==> config.mk <==
export PLATFORM = sky130hd
export DESIGN_NAME = mci_interp
export DESIGN_NICKNAME = d
export VERILOG_FILES = /design/src/hw/mci_pkg.sv /design/src/hw/mci_fifo.sv /design/src/hw/mci_interp.sv
export SDC_FILE = /design/constraint.sdc
export NUM_CORES = 1
export LEC_CHECK = 0
export BUFFER_PORTS_ARGS = -buffer_cell sky130_fd_sc_hd__buf_2
export CORE_MARGIN = 1.5
export CORE_UTILIZATION = 65
export DETAILED_ROUTE_END_ITERATION = 8
export PLACE_DENSITY = 0.88
export SYNTH_ARGS = -nofsm -noshare
export SYNTH_HDL_FRONTEND = slang
export SYNTH_SLANG_ARGS = --single-unit
==> constraint.sdc <==
create_clock -name clock -period 8.4 [get_ports clock]
set_input_delay 1.68 -clock clock [delete_from_list [all_inputs] [get_ports clock]]
set_output_delay 1.68 -clock clock [all_outputs]
set_load 0.05 [all_outputs]
==> src/hw/mci_pkg.sv <==
// shared constants and carriers for the motor command frame interpreter
// assumes one clock domain and byte streams already framed by a link layer
package mci_pkg;

  // frame geometry
  localparam logic [3:0]  SERIAL_LAST_POS = 4'h8;
  localparam logic [3:0]  CAN_LAST_POS    = 4'h7;
  localparam logic [3:0]  SUM_POS         = 4'h8;
  localparam logic [3:0]  SERIAL_REPLY_LEN = 4'h9;
  localparam logic [3:0]  CAN_REPLY_LEN    = 4'h7;

  // reply status codes
  localparam logic [7:0]  STATUS_OK        = 8'h64;
  localparam logic [7:0]  STATUS_STORED    = 8'h65;
  localparam logic [7:0]  STATUS_CHECKSUM  = 8'h01;
  localparam logic [7:0]  STATUS_BAD_CMD   = 8'h02;
  localparam logic [7:0]  STATUS_BAD_TYPE  = 8'h03;
  localparam logic [7:0]  STATUS_BAD_VALUE = 8'h04;
  localparam logic [7:0]  STATUS_LOCKED    = 8'h05;
  localparam logic [7:0]  STATUS_NOT_AVAIL = 8'h06;

  // axis setting numbers and limits
  localparam logic [7:0]  SETTING_SPEED    = 8'h04;
  localparam logic [7:0]  SETTING_ACCEL    = 8'h05;
  localparam logic [7:0]  SETTING_RUN_CUR  = 8'h06;
  localparam logic [7:0]  SETTING_STBY_CUR = 8'h07;
  localparam logic [31:0] RAMP_MAX         = 32'h0000_07ff;
  localparam logic [31:0] CURRENT_MAX      = 32'h0000_00ff;

  // reset values of the axis settings
  localparam logic [10:0] SPEED_RESET      = 11'h000;
  localparam logic [10:0] ACCEL_RESET      = 11'h000;
  localparam logic [7:0]  RUN_CUR_RESET    = 8'h00;
  localparam logic [7:0]  STBY_CUR_RESET   = 8'h00;

  // receive buffer shape
  localparam int          FIFO_WIDTH = 8;
  localparam int          FIFO_DEPTH = 8;

  typedef enum logic [1:0] {
    MCI_RX,
    MCI_EXEC,
    MCI_TX
  } mci_phase_t;

  typedef struct packed {
    logic [7:0]  code;
    logic [7:0]  kind;
    logic [7:0]  bank;
    logic [31:0] value;
  } mci_cmd_t;

  typedef struct packed {
    logic [10:0] max_speed;
    logic [10:0] max_accel;
    logic [7:0]  run_current;
    logic [7:0]  standby_current;
  } mci_axis_t;

endpackage

==> src/hw/mci_fifo.sv <==
// small synchronous fifo with valid and ready on both sides
// assumes depth is a power of two and a single clock
`timescale 1ns/1ps
module mci_fifo #(
  parameter int WIDTH = mci_pkg::FIFO_WIDTH,
  parameter int DEPTH = mci_pkg::FIFO_DEPTH
) (
  input  wire logic             clock,
  input  wire logic             reset_n,
  input  wire logic             in_valid,
  output logic                  in_ready,
  input  wire logic [WIDTH-1:0] in_data,
  output logic                  out_valid,
  input  wire logic             out_ready,
  output logic [WIDTH-1:0]      out_data
);
  localparam int AW = $clog2(DEPTH);

  typedef struct packed {
    logic [DEPTH-1:0][WIDTH-1:0] mem;
    logic [AW-1:0]               wp;
    logic [AW-1:0]               rp;
    logic [AW:0]                 count;
  } mci_fifo_state_t;

  mci_fifo_state_t st;
  mci_fifo_state_t next_st;
  logic            push;
  logic            pop;

  assign in_ready  = (st.count != (AW+1)'(DEPTH));
  assign out_valid = (st.count != '0);
  assign out_data  = st.mem[st.rp];
  assign push      = in_valid && in_ready;
  assign pop       = out_valid && out_ready;

  always_comb begin
    next_st = st;
    if (push) begin
      next_st.mem[st.wp] = in_data;
      next_st.wp = st.wp + AW'(1);
    end
    if (pop) begin
      next_st.rp = st.rp + AW'(1);
    end
    if (push && !pop) begin
      next_st.count = st.count + (AW+1)'(1);
    end else if (pop && !push) begin
      next_st.count = st.count - (AW+1)'(1);
    end
  end

  always_ff @(posedge clock or negedge reset_n) begin
    if (!reset_n) begin
      st <= '0;
    end else begin
      st <= next_st;
    end
  end
endmodule

==> src/hw/mci_interp.sv <==
// command frame interpreter: parses host frames, runs them, sends one reply
// assumes byte streams from a link layer on the same clock, link type static
// What this block does
// - command core is code, type, selector and four value bytes, seven in all.
// - serial and usb frames add a leading address and trailing checksum, nine bytes.
// - order is address, code, type, selector, value msb first, checksum.
// - checksum is the 8-bit sum of the eight preceding bytes, verified here.
// - can frames carry no address or checksum; identifier gives the address.
// - after executing a host command exactly one reply is sent.
// - bus is driven only while answering a received command.
// - setting 4 holds maximum positioning speed, 0 to 2047, read and write.
// - setting 5 holds maximum acceleration, 0 to 2047, read and write.
// - setting 6 holds running current, 0 to 255 full scale.
// - setting 7 holds standstill current, 0 to 255 full scale.
// - commands come from host or from a stored program entry.
// - serial reply is reply address, address, status, code, value, checksum.
// - status 100 ok, 101 stored, 1 to 6 for the error cases.
// - can replies drop reply address and checksum bytes.
`timescale 1ns/1ps
module mci_interp #(
  parameter logic [7:0] SET_SETTING_CODE = 8'h01,
  parameter logic [7:0] GET_SETTING_CODE = 8'h02,
  parameter logic [7:0] MOVE_CODE        = 8'h03,
  parameter logic [7:0] HALT_CODE        = 8'h04
) (
  input  wire logic             clock,
  input  wire logic             reset_n,
  input  wire logic             rx_valid,
  output logic                  rx_ready,
  input  wire logic [7:0]       rx_data,
  output logic                  tx_valid,
  input  wire logic             tx_ready,
  output logic [7:0]            tx_data,
  output logic                  bus_drive,
  input  wire logic             link_can,
  input  wire logic [7:0]       module_addr,
  input  wire logic [7:0]       reply_addr,
  input  wire logic             store_mode,
  input  wire logic             settings_locked,
  input  wire logic             prog_valid,
  output logic                  prog_ready,
  input  wire mci_pkg::mci_cmd_t prog_cmd,
  output logic                  store_valid,
  output mci_pkg::mci_cmd_t     store_cmd,
  output logic                  move_start,
  output logic [31:0]           move_target,
  output logic                  motor_halt,
  output logic [10:0]           max_speed,
  output logic [10:0]           max_accel,
  output logic [7:0]            run_current,
  output logic [7:0]            standby_current
);

  typedef struct packed {
    mci_pkg::mci_phase_t phase;
    logic [3:0]          cnt;
    logic                can;
    logic                from_prog;
    logic [8:0][7:0]     frame;
    logic [7:0]          sum;
    mci_pkg::mci_cmd_t   cmd;
    mci_pkg::mci_axis_t  axis;
    logic [8:0][7:0]     reply;
    logic [3:0]          rlen;
    logic                drive;
    logic                move;
    logic [31:0]         target;
    logic                halt;
    logic                store;
    mci_pkg::mci_cmd_t   store_cmd;
  } mci_state_t;

  mci_state_t st;
  mci_state_t next_st;
  logic       f_valid;
  logic       f_ready;
  logic [7:0] f_data;

  mci_fifo #(
    .WIDTH(mci_pkg::FIFO_WIDTH),
    .DEPTH(mci_pkg::FIFO_DEPTH)
  ) u_rx_fifo (
    .clock    (clock),
    .reset_n  (reset_n),
    .in_valid (rx_valid),
    .in_ready (rx_ready),
    .in_data  (rx_data),
    .out_valid(f_valid),
    .out_ready(f_ready),
    .out_data (f_data)
  );

  // host bytes stall in the fifo while a command runs or replies
  assign f_ready    = (st.phase == mci_pkg::MCI_RX);
  assign prog_ready = (st.phase == mci_pkg::MCI_RX) && (st.cnt == 4'h0) && !f_valid;
  assign tx_valid   = (st.phase == mci_pkg::MCI_TX);
  assign tx_data    = st.reply[0];
  assign bus_drive  = st.drive;
  assign store_valid = st.store;
  assign store_cmd   = st.store_cmd;
  assign move_start  = st.move;
  assign move_target = st.target;
  assign motor_halt  = st.halt;
  assign max_speed       = st.axis.max_speed;
  assign max_accel       = st.axis.max_accel;
  assign run_current     = st.axis.run_current;
  assign standby_current = st.axis.standby_current;

  logic              lcan;
  logic [3:0]        pos;
  logic              last;
  logic              discard;
  logic              bad_sum;
  logic [7:0]        status;
  logic [31:0]       rval;
  logic [7:0]        rsum;
  mci_pkg::mci_cmd_t c;

  always_comb begin
    lcan    = 1'b0;
    pos     = 4'h0;
    last    = 1'b0;
    discard = 1'b0;
    bad_sum = 1'b0;
    status  = mci_pkg::STATUS_OK;
    rval    = 32'h0000_0000;
    rsum    = 8'h00;
    c       = st.cmd;
    next_st = st;
    next_st.move  = 1'b0;
    next_st.halt  = 1'b0;
    next_st.store = 1'b0;
    case (st.phase)
      mci_pkg::MCI_RX: begin
        if (f_valid) begin
          lcan = (st.cnt == 4'h0) ? link_can : st.can;
          next_st.can = lcan;
          // can frames start at the code byte
          pos = lcan ? st.cnt + 4'h1 : st.cnt;
          next_st.frame[pos] = f_data;
          if (pos != mci_pkg::SUM_POS) begin
            next_st.sum = (st.cnt == 4'h0) ? f_data : st.sum + f_data;
          end
          last = lcan ? (pos == mci_pkg::CAN_LAST_POS) : (pos == mci_pkg::SERIAL_LAST_POS);
          if (last) begin
            next_st.cnt       = 4'h0;
            next_st.from_prog = 1'b0;
            next_st.phase     = mci_pkg::MCI_EXEC;
            // seven-byte core
            next_st.cmd.code  = next_st.frame[1];
            next_st.cmd.kind  = next_st.frame[2];
            next_st.cmd.bank  = next_st.frame[3];
            next_st.cmd.value = {next_st.frame[4], next_st.frame[5],
                                 next_st.frame[6], next_st.frame[7]};
          end else begin
            next_st.cnt = st.cnt + 4'h1;
          end
        end else if (prog_ready && prog_valid) begin
          next_st.cmd       = prog_cmd;
          next_st.from_prog = 1'b1;
          next_st.phase     = mci_pkg::MCI_EXEC;
        end
      end
      mci_pkg::MCI_EXEC: begin
        discard = !st.from_prog && !st.can && (st.frame[0] != module_addr);
        bad_sum = !st.from_prog && !st.can && (st.frame[8] != st.sum);
        rval    = c.value;
        if (discard) begin
          status = mci_pkg::STATUS_OK;
        end else if (bad_sum) begin
          status = mci_pkg::STATUS_CHECKSUM;
        end else if (!st.from_prog && store_mode) begin
          status            = mci_pkg::STATUS_STORED;
          next_st.store     = 1'b1;
          next_st.store_cmd = c;
        end else if (c.bank != 8'h00) begin
          status = mci_pkg::STATUS_NOT_AVAIL;
        end else if (c.code == SET_SETTING_CODE) begin
          if (settings_locked) begin
            status = mci_pkg::STATUS_LOCKED;
          end else begin
            case (c.kind)
              mci_pkg::SETTING_SPEED: begin
                if (c.value > mci_pkg::RAMP_MAX) begin
                  status = mci_pkg::STATUS_BAD_VALUE;
                end else begin
                  next_st.axis.max_speed = c.value[10:0];
                end
              end
              mci_pkg::SETTING_ACCEL: begin
                if (c.value > mci_pkg::RAMP_MAX) begin
                  status = mci_pkg::STATUS_BAD_VALUE;
                end else begin
                  next_st.axis.max_accel = c.value[10:0];
                end
              end
              mci_pkg::SETTING_RUN_CUR: begin
                if (c.value > mci_pkg::CURRENT_MAX) begin
                  status = mci_pkg::STATUS_BAD_VALUE;
                end else begin
                  next_st.axis.run_current = c.value[7:0];
                end
              end
              mci_pkg::SETTING_STBY_CUR: begin
                if (c.value > mci_pkg::CURRENT_MAX) begin
                  status = mci_pkg::STATUS_BAD_VALUE;
                end else begin
                  next_st.axis.standby_current = c.value[7:0];
                end
              end
              default: begin
                status = mci_pkg::STATUS_BAD_TYPE;
              end
            endcase
          end
        end else if (c.code == GET_SETTING_CODE) begin
          case (c.kind)
            mci_pkg::SETTING_SPEED: begin
              rval = {21'h000000, st.axis.max_speed};
            end
            mci_pkg::SETTING_ACCEL: begin
              rval = {21'h000000, st.axis.max_accel};
            end
            mci_pkg::SETTING_RUN_CUR: begin
              rval = {24'h000000, st.axis.run_current};
            end
            mci_pkg::SETTING_STBY_CUR: begin
              rval = {24'h000000, st.axis.standby_current};
            end
            default: begin
              status = mci_pkg::STATUS_BAD_TYPE;
            end
          endcase
        end else if (c.code == MOVE_CODE) begin
          next_st.move   = 1'b1;
          next_st.target = c.value;
        end else if (c.code == HALT_CODE) begin
          next_st.halt = 1'b1;
        end else begin
          status = mci_pkg::STATUS_BAD_CMD;
        end
        // build the reply image
        if (st.can) begin
          next_st.reply[0] = module_addr;
          next_st.reply[1] = status;
          next_st.reply[2] = c.code;
          next_st.reply[3] = rval[31:24];
          next_st.reply[4] = rval[23:16];
          next_st.reply[5] = rval[15:8];
          next_st.reply[6] = rval[7:0];
          next_st.reply[7] = 8'h00;
          next_st.reply[8] = 8'h00;
          next_st.rlen     = mci_pkg::CAN_REPLY_LEN;
        end else begin
          next_st.reply[0] = reply_addr;
          next_st.reply[1] = module_addr;
          next_st.reply[2] = status;
          next_st.reply[3] = c.code;
          next_st.reply[4] = rval[31:24];
          next_st.reply[5] = rval[23:16];
          next_st.reply[6] = rval[15:8];
          next_st.reply[7] = rval[7:0];
          for (int i = 0; i < 8; i++) begin
            rsum = rsum + next_st.reply[i];
          end
          next_st.reply[8] = rsum;
          next_st.rlen     = mci_pkg::SERIAL_REPLY_LEN;
        end
        if (discard || st.from_prog) begin
          next_st.phase = mci_pkg::MCI_RX;
          next_st.rlen  = 4'h0;
        end else begin
          next_st.phase = mci_pkg::MCI_TX;
          next_st.drive = 1'b1;
        end
      end
      mci_pkg::MCI_TX: begin
        if (tx_ready) begin
          next_st.reply = {8'h00, st.reply[8:1]};
          next_st.rlen  = st.rlen - 4'h1;
          if (st.rlen == 4'h1) begin
            next_st.phase = mci_pkg::MCI_RX;
            next_st.drive = 1'b0;
          end
        end
      end
      default: begin
        next_st.phase = mci_pkg::MCI_RX;
      end
    endcase
  end

  always_ff @(posedge clock or negedge reset_n) begin
    if (!reset_n) begin
      st <= '0;
      st.phase <= mci_pkg::MCI_RX;
      st.axis.max_speed       <= mci_pkg::SPEED_RESET;
      st.axis.max_accel       <= mci_pkg::ACCEL_RESET;
      st.axis.run_current     <= mci_pkg::RUN_CUR_RESET;
      st.axis.standby_current <= mci_pkg::STBY_CUR_RESET;
    end else begin
      st <= next_st;
    end
  end
endmodule

==> flow_summary.ini <==
[setup_path]
end_kind = flip-flop
critical_path.max_fanout = 14
critical_path_class = in -> reg
cp-startpoint = store_mode
rr_endpoint = st[166]
path_cells = buf_2, nor2b_1, and3b_1, nand4_2, or3_1, buf_4, and2_1, or2_2, fa_1, inv_1, fa_1, inv_1, fa_1, fa_1, ha_1, fa_1, a21o_1, a21oi_1, xnor2_1, a22o_1
regToRegStartpoint = c[32]
required_ps = 8840
crit_slowest_cell = or3_1
critPathMaxStageDelay_ps = 540
timing.critical_path.arrival_ps = 7200
rrSetupSlack_ps = 1930
path_common_cell = fa_1
r2r_cells = 19
cp-start-kind = primary input

[cells_and_area]
area_growth_pct = 8.31
layout_commonest_cell = dfrtp_1
layout.nets = 2281
fillerInstances = 2319
layout_common_cells = dfrtp_1, mux2_2, buf_2
register_area_um2 = 10600
multi_input_area_um2 = 10200
final_layout_size_suffix_gt1_frac = 0.290
utilization = 0.712

[cts]
cts_tree = yes
cts_root_buf = clkbuf_16
cts_max_level = 2
clock_path_buffers = 3
cts_hold_buffers = 0
post_cts_resized = 0
cts_made_buffers = 45
clock_sinks = 424
insertion_delay_ps = 560
clkTransAtPathRegs_ps = 60
post_cts_buffers = 0

[floorplan]
coreArea_um2 = 34500
die_area_um2 = 36000
die_y_um = 190
placementRows = 68
initial_utilization = 0.657
die_w_um = 190
io_pins = 229

[global_routing]
grt_max_degree = 186
track_usage = 0.354
antenna_found_initial = 3
grt_overflow_total = 0
grt_pass1_wl_um = 97200
grt_pass1_vias = 16800

[yosys]
netlist.area_leader.share = 0.469
synth_fp_nets = 2245
yosys_warnings = 0
syn_inst = 2092
synth_ff_type = dfrtp_1
ys_ff_latch = 424
syn_area_per_cell_um2 = 10.8
netlist_area_um2 = 22600
synth.distinct_cells = 82
synth.largest_area_cell = dfrtp_1
synth-seq-area-share = 0.469
async_flop_share = 1.00
synth_edf_count = 0
synth.area.top_cells = dfrtp_1, mux2_2, buf_4

[sta]
finalSetupTns_ps = 0
max_freq_ghz = 0.148
clock-skew-final_ps = 20.2
max_slew_margin = 0.120
final_hold_viol_count = 0
period_needed_ps = 6760
rsz0062_at_grt = no
worstMarginPinSlew_ps = 1320
fin_crit_sh = 0.805
fin_ws_ps = 1640
slew_violations = 0
setup_viol = 0

[placed_design]
pre_cts_slack_ps = 1070
place_congestion = 0.966
dpl.hpwl_um = 42900
io_buffers = 228

[worst_hold_path]
hold_end = tx_data[3]
hold_start = tx_data[3]
hp-class = reg -> reg
holdPathStages = 2

[routing]
dr.pass1.iters = 6
vias_per_cell = 6.44
ant_nets = 0
wire_per_inst_um = 24.0
drtIter0Drc = 1968
via_count = 16800
finalWirelength_um = 62900
drc = 0

[run]
drv_cap = 0

[run_status]
outcome = finished clean
-- synthesized netlist by cell type, types with 18 or more instances --
| cell | instances |
|---|---|
| xor2_1 | 24 |
| fa_1 | 39 |
| nand2_1 | 188 |
| o211ai_1 | 48 |
| mux2_2 | 227 |
| mux4_2 | 24 |
| or3_1 | 27 |
| dfrtp_1 | 424 |
| nor4_1 | 18 |
| a21oi_1 | 99 |
| mux2i_1 | 33 |
| o21ai_0 | 109 |
| clkbuf_1 | 83 |
| buf_4 | 143 |
| a31oi_1 | 62 |
| nand2b_1 | 27 |
| ha_1 | 26 |
| buf_2 | 26 |
| inv_1 | 75 |
| nor2_1 | 159 |
| xnor2_1 | 21 |
-- area by class of cell --
cell class / count / area share
diodes: 2 / 0.000204
flip-flops and latches: 424 / 0.433
clock buffers: 64 / 0.0538
multi-input cells: 1327 / 0.415
repair buffers: 253 / 0.0551
clock inverters: 15 / 0.00791
well taps: 455 / 0.0232
inverters: 77 / 0.0118
-- metrics by stage --
stage | cells | area, µm² | hold WS [ps]
after floorplan | 2092 | 22600 | 442
after global placement | 2536 | 23000 | 454
after detailed placement | 2536 | 23000 | 462
after CTS | 2615 | 24500 | 475
after global routing | 2617 | 24500 | 498
final | 2617 | 24500 | 471
-- sequential cells by signal, summed over array words and instances (netlist names) --
name / cells
run_current: 8
move_start: 1
standby_current: 8
store_cmd: 56
c: 56
move_target: 32
motor_halt: 1
max_accel: 11
bus_drive: 1
st: 156
tx_data: 8
store_valid: 1
max_speed: 11
u_rx_fifo.st: 74
-- logic make-up after synthesis --
logic type / share of synthesized area
AO/OA/AOI/OAI: 0.118
XOR/XNOR: 0.0174
adder cells (fa/ha/maj): 0.0488
buffers and inverters: 0.0837
flip-flops: 0.469
multiplexers: 0.156
AND/OR/NAND/NOR: 0.107
-- layer usage --
metal	global-route usage	up-vias	part of all wire
li1	-	7259	-
met1	0.466	8467	0.38
met2	0.571	909	0.48
met3	0.0600	211	0.088
met4	0.178	2	0.052
met5	0	-	0.00021
-- how the worst max path moves through the flow --
stage / end / cells after the start / slack (ps)
finish: st[166] / 20 / 1640
global route: st[167] / 22 / 1330
CTS: st[167] / 22 / 1640
detailed placement: st[167] / 22 / 1070
global placement: st[167] / 22 / 1110
floorplan: st[166] / 20 / 1730
-- worst max-delay path, delay by kind of cell --
family / cells / cell delay, ps
and+or+nand+nor: 6 / 1720
AOI/OAI and AO/OA: 3 / 560
buffers and inverters: 4 / 490
adders and majority gates: 6 / 2630
xor gates and xnor gates: 1 / 110
Power is left out: the tool's default activity adds up to more than one toggle a clock period on the data nets, which glitch-free logic cannot reach.
